==> src/rtl/slcr_map.svh <==
`ifndef SLCR_MAP_SVH
`define SLCR_MAP_SVH

// ==========================================================================
// Register indices; the bus byte address is the index times four
`define SLCR_IDX_OUT_CFG    8'h05
`define SLCR_IDX_RSVD_A     8'h06
`define SLCR_IDX_RSVD_B     8'h07
`define SLCR_IDX_CABLE      8'h08
`define SLCR_IDX_ATTN       8'h0d
`define SLCR_IDX_PART       8'h1e
`define SLCR_IDX_REV        8'h1f
`define SLCR_IDX_IRQ_STAT   8'h20
`define SLCR_IDX_IRQ_EN     8'h21
`define SLCR_IDX_IRQ_CLR    8'h22
`define SLCR_IDX_I2C_REQ    8'h23

// ==========================================================================
// Field positions
`define SLCR_BIT_ADDR_SUPP  7
`define SLCR_BIT_ATTN       7

// ==========================================================================
// Reset values
`define SLCR_RST_OUT_CFG    8'h70
`define SLCR_RST_RSVD_A     8'h40
`define SLCR_RST_RSVD_B     8'h22
`define SLCR_RST_ATTN_LOW   7'h0f
`define SLCR_RST_WIRE       2'h2

// ==========================================================================
// Identity values, arbitrary
`define SLCR_PART_CODE      8'h5a
`define SLCR_PART_REV       4'h3

`endif

==> src/rtl/slcr_pkg.sv <==
package slcr_pkg;

  // ==========================================================================
  // Cable wire condition
  typedef enum logic [1:0]
  {
    SLCR_WIRE_BATT   = 2'h0,
    SLCR_WIRE_GND    = 2'h1,
    SLCR_WIRE_NORMAL = 2'h2,
    SLCR_WIRE_OPEN   = 2'h3
  } slcr_wire_t;

  // ==========================================================================
  // I2C conversion sequencer states (Gray along the unsuppressed path)
  typedef enum logic [1:0]
  {
    SLCR_CV_IDLE = 2'b00,
    SLCR_CV_DEV  = 2'b01,
    SLCR_CV_REG  = 2'b11,
    SLCR_CV_CMD  = 2'b10
  } slcr_cv_state_t;

endpackage : slcr_pkg

==> src/rtl/slcr_i2c_conv.sv <==
`include "slcr_map.svh"

module slcr_i2c_conv
(
  // Clock and reset
  input  wire logic       clk_i,
  input  wire logic       rst_i,
  input  wire logic       ce_i,
  // Request
  input  wire logic       start_i,
  input  wire logic       suppress_i,
  input  wire logic [7:0] dev_i,
  input  wire logic [7:0] reg_i,
  input  wire logic [7:0] cmd_i,
  output logic            busy_o,
  // Byte stream
  output logic            byte_vld_o,
  output logic [7:0]      byte_o,
  output logic            done_o
);
  import slcr_pkg::*;

  slcr_cv_state_t state;
  slcr_cv_state_t next_state;
  logic [7:0]     next_byte;
  logic           next_vld;
  logic           next_done;
  logic           supp;
  logic           next_supp;

  always_comb
  begin
    next_state = state;
    next_byte  = byte_o;
    next_vld   = 1'b0;
    next_done  = 1'b0;
    next_supp  = supp;
    if (ce_i)
    begin
      unique case (state)
        SLCR_CV_IDLE:
          if (start_i)
          begin
            next_supp  = suppress_i;
            next_state = SLCR_CV_DEV;
          end
        SLCR_CV_DEV:
        begin
          next_byte  = dev_i;
          next_vld   = 1'b1;
          // Suppression skips the register address byte
          next_state = supp ? SLCR_CV_CMD : SLCR_CV_REG;
        end
        SLCR_CV_REG:
        begin
          next_byte  = reg_i;
          next_vld   = 1'b1;
          next_state = SLCR_CV_CMD;
        end
        SLCR_CV_CMD:
        begin
          next_byte  = cmd_i;
          next_vld   = 1'b1;
          next_done  = 1'b1;
          next_state = SLCR_CV_IDLE;
        end
      endcase
    end
  end

  always_ff @(posedge clk_i)
  begin
    if (rst_i)
    begin
      state      <= SLCR_CV_IDLE;
      byte_o     <= 8'h00;
      byte_vld_o <= 1'b0;
      done_o     <= 1'b0;
      supp       <= 1'b0;
    end
    else
    begin
      state      <= next_state;
      byte_o     <= next_byte;
      byte_vld_o <= next_vld;
      done_o     <= next_done;
      supp       <= next_supp;
    end
  end

  assign busy_o = (state != SLCR_CV_IDLE);

endmodule : slcr_i2c_conv

==> src/rtl/slcr_regs.sv <==
`include "slcr_map.svh"

module slcr_regs
(
  // Clock, reset, enable
  input  wire logic        clk_i,
  input  wire logic        rst_i,
  input  wire logic        ce_i,
  // Wishbone slave
  input  wire logic        cyc_i,
  input  wire logic        stb_i,
  input  wire logic        we_i,
  input  wire logic [7:0]  adr_i,
  input  wire logic [3:0]  sel_i,
  input  wire logic [31:0] dat_i,
  output logic      [31:0] dat_o,
  output logic             ack_o,
  output logic             err_o,
  // Cable monitor pins
  input  wire slcr_pkg::slcr_wire_t minus_wire_fault_i,
  input  wire slcr_pkg::slcr_wire_t plus_wire_fault_i,
  // Remote attention
  output logic             attention_o,
  // I2C conversion byte stream
  output logic             i2c_byte_vld_o,
  output logic [7:0]       i2c_byte_o,
  output logic             i2c_done_o,
  // Interrupt
  output logic             irq_o
);
  import slcr_pkg::*;

  // ==========================================================================
  // Address decode
  function automatic logic hit(input logic [7:0] adr, input logic [7:0] idx);
    hit = (adr[7:2] == idx[5:0]) && (adr[1:0] == 2'b00);
  endfunction : hit

  logic [7:0]  out_cfg;
  logic [7:0]  next_out_cfg;
  logic        attention_request_bit;
  logic        next_attention_request_bit;
  logic        next_attention;
  logic [3:0]  wire_sync;
  logic [3:0]  wire_prev;
  logic [2:0]  irq_stat;
  logic [2:0]  next_irq_stat;
  logic [2:0]  irq_en;
  logic [2:0]  next_irq_en;
  logic        next_irq;
  logic [23:0] i2c_req;
  logic [23:0] next_i2c_req;
  logic        conv_start;
  logic        next_conv_start;
  logic        conv_busy;
  logic        conv_vld;
  logic [7:0]  conv_byte;
  logic        conv_done;
  logic [31:0] next_dat;
  logic        next_ack;
  logic        next_err;
  logic        req;
  logic        wr_lane0;
  logic [7:0]  cable_byte;
  logic [2:0]  events;
  logic        mapped;

  // ==========================================================================
  // Cable inputs are asynchronous pins
  slcr_sync2 u_sync
  (
    .clk_i (clk_i),
    .rst_i (rst_i),
    .ce_i  (ce_i),
    .d_i   ({minus_wire_fault_i, plus_wire_fault_i}),
    .q_o   (wire_sync)
  );

  // ==========================================================================
  // Conversion sequencer
  slcr_i2c_conv u_conv
  (
    .clk_i      (clk_i),
    .rst_i      (rst_i),
    .ce_i       (ce_i),
    .start_i    (conv_start),
    .suppress_i (out_cfg[`SLCR_BIT_ADDR_SUPP]),
    .dev_i      (i2c_req[23:16]),
    .reg_i      (i2c_req[15:8]),
    .cmd_i      (i2c_req[7:0]),
    .busy_o     (conv_busy),
    .byte_vld_o (conv_vld),
    .byte_o     (conv_byte),
    .done_o     (conv_done)
  );

  // ==========================================================================
  // Bus and register next state
  assign req        = cyc_i && stb_i && !ack_o && !err_o;
  assign wr_lane0   = req && we_i && sel_i[0];
  assign cable_byte = {4'h0, wire_sync};
  assign mapped     = hit(adr_i, `SLCR_IDX_OUT_CFG) || hit(adr_i, `SLCR_IDX_RSVD_A)
                   || hit(adr_i, `SLCR_IDX_RSVD_B) || hit(adr_i, `SLCR_IDX_CABLE)
                   || hit(adr_i, `SLCR_IDX_ATTN) || hit(adr_i, `SLCR_IDX_PART)
                   || hit(adr_i, `SLCR_IDX_REV) || hit(adr_i, `SLCR_IDX_IRQ_STAT)
                   || hit(adr_i, `SLCR_IDX_IRQ_EN) || hit(adr_i, `SLCR_IDX_IRQ_CLR)
                   || hit(adr_i, `SLCR_IDX_I2C_REQ);
  // Events: cable state change, attention edge, conversion done
  assign events     = {conv_done,
                       next_attention != attention_request_bit,
                       wire_sync != wire_prev};

  always_comb
  begin
    next_out_cfg               = out_cfg;
    next_attention_request_bit = attention_request_bit;
    next_irq_en                = irq_en;
    next_i2c_req               = i2c_req;
    next_conv_start            = 1'b0;
    next_dat                   = 32'h0000_0000;
    next_ack                   = 1'b0;
    next_err                   = 1'b0;
    next_irq_stat              = irq_stat;
    if (req)
    begin
      next_ack = mapped;
      next_err = !mapped;
      if (!we_i)
      begin
        if (hit(adr_i, `SLCR_IDX_OUT_CFG))
          next_dat[7:0] = out_cfg;
        if (hit(adr_i, `SLCR_IDX_RSVD_A))
          next_dat[7:0] = `SLCR_RST_RSVD_A;
        if (hit(adr_i, `SLCR_IDX_RSVD_B))
          next_dat[7:0] = `SLCR_RST_RSVD_B;
        if (hit(adr_i, `SLCR_IDX_CABLE))
          next_dat[7:0] = cable_byte;
        if (hit(adr_i, `SLCR_IDX_ATTN))
          next_dat[7:0] = {attention_request_bit, `SLCR_RST_ATTN_LOW};
        if (hit(adr_i, `SLCR_IDX_PART))
          next_dat[7:0] = `SLCR_PART_CODE;
        if (hit(adr_i, `SLCR_IDX_REV))
          next_dat[7:0] = {4'h0, `SLCR_PART_REV};
        if (hit(adr_i, `SLCR_IDX_IRQ_STAT))
          next_dat[2:0] = irq_stat;
        if (hit(adr_i, `SLCR_IDX_IRQ_EN))
          next_dat[2:0] = irq_en;
        if (hit(adr_i, `SLCR_IDX_I2C_REQ))
          next_dat[24:0] = {conv_busy, i2c_req};
      end
      else
      begin
        // Only defined fields take write data; reserved bits stay put
        if (wr_lane0 && hit(adr_i, `SLCR_IDX_OUT_CFG))
          next_out_cfg = dat_i[7:0];
        if (wr_lane0 && hit(adr_i, `SLCR_IDX_ATTN))
          next_attention_request_bit = dat_i[`SLCR_BIT_ATTN];
        if (wr_lane0 && hit(adr_i, `SLCR_IDX_IRQ_EN))
          next_irq_en = dat_i[2:0];
        if (wr_lane0 && hit(adr_i, `SLCR_IDX_IRQ_CLR))
          next_irq_stat = irq_stat & ~dat_i[2:0];
        // Request ignored while a conversion is running
        if (hit(adr_i, `SLCR_IDX_I2C_REQ) && !conv_busy)
        begin
          if (sel_i[0])
            next_i2c_req[7:0] = dat_i[7:0];
          if (sel_i[1])
            next_i2c_req[15:8] = dat_i[15:8];
          if (sel_i[2])
            next_i2c_req[23:16] = dat_i[23:16];
          next_conv_start = sel_i[3] && dat_i[31];
        end
      end
    end
    if (!ce_i)
    begin
      next_out_cfg               = out_cfg;
      next_attention_request_bit = attention_request_bit;
      next_irq_en                = irq_en;
      next_i2c_req               = i2c_req;
      next_irq_stat              = irq_stat;
    end
    // Set wins over a clear in the same cycle
    if (ce_i)
      next_irq_stat = next_irq_stat | events;
    // Line follows the bit's edges: rise sets high, fall sets low
    next_attention = next_attention_request_bit;
    next_irq       = |(next_irq_stat & next_irq_en);
  end

  // ==========================================================================
  // Registers
  always_ff @(posedge clk_i)
  begin
    if (rst_i)
    begin
      out_cfg               <= `SLCR_RST_OUT_CFG;
      attention_request_bit <= 1'b0;
      attention_o           <= 1'b0;
      irq_stat              <= 3'h0;
      irq_en                <= 3'h0;
      irq_o                 <= 1'b0;
      i2c_req               <= 24'h00_0000;
      conv_start            <= 1'b0;
      wire_prev             <= {`SLCR_RST_WIRE, `SLCR_RST_WIRE};
      dat_o                 <= 32'h0000_0000;
      ack_o                 <= 1'b0;
      err_o                 <= 1'b0;
      i2c_byte_vld_o        <= 1'b0;
      i2c_byte_o            <= 8'h00;
      i2c_done_o            <= 1'b0;
    end
    else
    begin
      out_cfg               <= next_out_cfg;
      attention_request_bit <= next_attention_request_bit;
      attention_o           <= next_attention;
      irq_stat              <= next_irq_stat;
      irq_en                <= next_irq_en;
      irq_o                 <= next_irq;
      i2c_req               <= next_i2c_req;
      conv_start            <= ce_i ? next_conv_start : conv_start;
      wire_prev             <= ce_i ? wire_sync : wire_prev;
      dat_o                 <= next_dat;
      ack_o                 <= next_ack;
      err_o                 <= next_err;
      i2c_byte_vld_o        <= conv_vld;
      i2c_byte_o            <= conv_byte;
      i2c_done_o            <= conv_done;
    end
  end

endmodule : slcr_regs

==> src/rtl/slcr_sync2.sv <==
module slcr_sync2
(
  // Clock and reset
  input  wire logic       clk_i,
  input  wire logic       rst_i,
  input  wire logic       ce_i,
  // Data
  input  wire logic [3:0] d_i,
  output logic      [3:0] q_o
);

  logic [3:0] meta;
  logic [3:0] next_meta;
  logic [3:0] next_q;

  always_comb
  begin
    next_meta = meta;
    next_q    = q_o;
    if (ce_i)
    begin
      next_meta = d_i;
      next_q    = meta;
    end
  end

  // Resets to normal wire condition on both wires
  always_ff @(posedge clk_i)
  begin
    if (rst_i)
    begin
      meta <= 4'ha;
      q_o  <= 4'ha;
    end
    else
    begin
      meta <= next_meta;
      q_o  <= next_q;
    end
  end

endmodule : slcr_sync2
==> config.mk <==
export PLATFORM = sky130hd
export DESIGN_NAME = slcr_regs
export DESIGN_NICKNAME = d
export VERILOG_FILES = /design/src/rtl/slcr_pkg.sv /design/src/rtl/slcr_i2c_conv.sv /design/src/rtl/slcr_regs.sv /design/src/rtl/slcr_sync2.sv
export VERILOG_INCLUDE_DIRS = /design/src /design/src/rtl
export SDC_FILE = /design/constraint.sdc
export NUM_CORES = 1
export LEC_CHECK = 0
export BUFFER_PORTS_ARGS = -buffer_cell sky130_fd_sc_hd__buf_4
export CAP_MARGIN = 20
export CORE_MARGIN = 8
export CORE_UTILIZATION = 40
export CTS_CLUSTER_DIAMETER = 60
export DETAILED_ROUTE_END_ITERATION = 10
export PLACE_DENSITY = 0.63
export SLEW_MARGIN = 20
export SYNTH_ARGS = -nofsm -noshare
export SYNTH_HDL_FRONTEND = slang
export SYNTH_SLANG_ARGS = --single-unit
==> constraint.sdc <==
create_clock -name clk_i -period 3.65 [get_ports clk_i]
set_input_delay 0.5475 -clock clk_i [delete_from_list [all_inputs] [get_ports clk_i]]
set_output_delay 0.5475 -clock clk_i [all_outputs]
set_load 0.01 [all_outputs]
==> impl_results.md <==
* Worst-path cell chain: nor2_1, buf_4, nand4_2, nor3_4, mux2i_1, nor2_1
* Avg WL per Cell at approximately 16 µm
* Crit path max-delay cell type: dfxtp_1
* Kind of critical path: flop to flop
* Asr flop ratio synth at 0%
* Initial antenna violation count at 0
* Rows at 37
* Number of global-route vias before repair at ~3.2k
* Critical Path AT at 2.38 ns
* Grt ovf at 0
* Total GRT Usage at between 10% and 20%
* # resized after CTS at 0
* CTS root buf: clkbuf_8
* Clock transition at the registers of the reported paths at approximately 0.1 ns
* Core ar. at just over 10,000 µm²
* Setup TNS at 0 ns
* Die width at about 120 µm
* Peak VDD IR at between 0.0002 and 0.00025 V
* # IOs at 100
* Layout cells sized above 1 at roughly a quarter
* Cell leakage power at 2.04 nW
* Pwr/cell area at between 300 and 400 nW/µm²
* Setup Skew at approximately 0.012 ns
* Max Clock Freq at about 0.47 GHz
* Synth Warn # at 0
* DRT Wirelength at roughly 10,000 µm
* Post-DP HPWL at roughly 7400 µm
* Buf+Inv Stages, Crit Path at 1
* Initial core utilization at 40.9%
* Register area share after synthesis at 49.2%
* CTS tree: built
* Ant. Diodes at 0
* Synth top area share at between 40% and 50%
* CP max FO at 20
* H-tree levels at 3
* Worst Tran Pin Value at just over 0.8 ns
* Fin nets at 549
* Minimum clock period at around 2.2 ns
* Relative slew margins at between 40% and 50%
* WL met2 at around 4700 µm
* Uppermost routed layer: met4
* Port Buf Inserts at between 80 and 90
* EDFF count, synth at 0
* Yosys top cell by area: dfxtp_1
* Fillers at 980
* Fin Hold WS at around 0.40 ns
* Synth-to-Final Area Change at 20.0%
* Largest net degree at the start of global routing at between 50 and 60
* Worst skew pair latency at between 0.3 and 0.4 ns
* Final WS setup at approximately 1.5 ns
* Yosys cell types at 55
* Endpoints failing hold at 0
* Max_cap viols at 0
* Vias per cell at 5.02
* Setup bufs post-CTS at 0
* CP max stage delay at 0.58 ns
* Pins Over Slew Limit at 0
* Setup violations, final at 0
* Critical Path RT at 3.88 ns
* Crit path launch type: flop
* Wire length on met1 at approximately 4700 µm
* Status: finished clean
* First-pass GRT wire length at about 16,000 µm
* Die area at 14,000 µm²
* # hold bufs at CTS at 0
* HP Class: input pin to flop
* Drt first pass iters at 4
* Clock Path Buffers at 2
* Vias at around 3.2k
* # DRC at 0
* Primary FF master, synth: dfxtp_1
* CP top delay family: simple AND/OR/NAND/NOR gates
* Post-synthesis cell count at ~420
* RSZ-0062 raised after global routing: false
* Most used cell, CP: nor2_1
* Syn Area/Cell at 9.95 µm²
* Final Power at 0.00192 W
* 1st-iter DRT viols at between 100 and 150
* Final Wtd Congestion at about 0.86
* Die Span Y at about 120 µm
* TritonCTS Buffers at 9
* Clock sink count at 103
* Final ANT Viol Nets at 0
* Tcrit/Tclk final at 58.9%
* Most frequent cells in the layout: 103 x dfxtp_1, 88 x buf_4, 51 x mux2i_1
* Met3 wire length at between 400 and 500 µm
* Synth top area cells: dfxtp_1 49%, mux2i_1 12%, nor2_1 4.3%, and2_1 3.6%, nand2_1 3.0%
* Commonest non-fill, non-tap cell in the layout: dfxtp_1
* Flops & latches, synth at 103
* Dpl ws at roughly 1.3 ns
* Cell Area, Synth at between 4000 and 5000 µm²
* Endpoint type of the worst setup path: flop
==> report_power, final <==
part | total (W) | leakage [nW] | switching (W) | internal [W]
combinational | 0.000118 | 1.12 | 0.0000639 | 0.0000542
sequential | 0.00113 | 0.831 | 0.00000513 | 0.00113
clock | 0.000663 | 0.0865 | 0.000402 | 0.000260
total | 0.00192 | 2.04 | 0.000471 | 0.00144
==> worst paths after layout <==
kind	start	endpoint	slack, ns	depth (start not counted)
max reg2reg	u_conv.state[1]	i2c_req[23]	1.50	6
min	minus_wire_fault_i[1]	u_sync.meta[3]	0.40	3
max	u_conv.state[1]	i2c_req[23]	1.50	6
min reg2reg	out_cfg[3]	out_cfg[3]	0.47	2
==> state kept, by name (all words and copies together) (netlist names), 2 cells and up <==
signal         flops
wire_prev          4
u_sync.q_o         4
irq_en             3
irq_stat           3
out_cfg            8
i2c_req           24
u_conv.state       2
u_conv.byte_o      8
i2c_byte_o         8
u_sync.meta        4
dat_o             25
==> area by class of cell <==
type,count,area (µm²),share of cell area (%)
sequential,103,2060,41.0
tap,136,170,3.38
timing repair buffer,88,661,13.1
clock inverter,6,55.1,1.09
multi-input combinational,284,1920,38.2
clock buffer,10,128,2.54
inverter,9,33.8,0.672
==> worst register-to-register path, stage by stage (launching register included) <==
cell and delay, ns:
dfxtp_1 0.58, nor2_1 0.20, buf_4 0.16, nand4_2 0.24, nor3_4 0.53, mux2i_1 0.27, nor2_1 0.05
==> Yosys cell counts (2+ instances only) <==
cell type,number
buf_4,9
o21ai_0,2
nor3_4,3
nand4_1,3
inv_1,8
a221o_1,2
buf_2,3
nor3_1,3
nor4_1,3
nand2_1,34
a22oi_1,2
nand3_1,9
and2_1,24
o22a_1,8
and3_1,2
dfxtp_1,103
nor2_1,48
xnor2_1,6
nor2b_1,12
mux2i_1,51
a21oi_1,21
clkbuf_1,13
nor3b_1,10
a22o_1,7
buf_6,5
==> logic make-up (layout without fill, tap and decap cells) <==
group / count (synthesis) / in the layout / synth area share, %
AO/OA/AOI/OAI: 55 / 55 / 9.35
buffers and inverters: 40 / 113 / 5.61
other: 1 / 7 / 0.0895
multiplexers: 53 / 53 / 12.7
XOR/XNOR: 7 / 7 / 1.46
AND/OR/NAND/NOR: 162 / 162 / 21.5
flip-flops: 103 / 103 / 49.2
==> metal layers <==
layer	vias to the layer above	GRT usage, %
li1	1585	-
met1	1516	17.8
met2	81	22.8
met3	12	2.86
met4	0	5.68
met5	-	0
==> stage by stage <==
stage / area, µm² / std cells / util (%)
after floorplan: 4210 / 427 / -
final: 5030 / 636 / 49.2
after detailed placement: 4850 / 620 / 47.4
after global routing: 5030 / 636 / 49.2
after CTS: 5030 / 636 / 49.2
after global placement: 4850 / 620 / 47.4
Note: power is estimated with default switching activity, not from simulation.
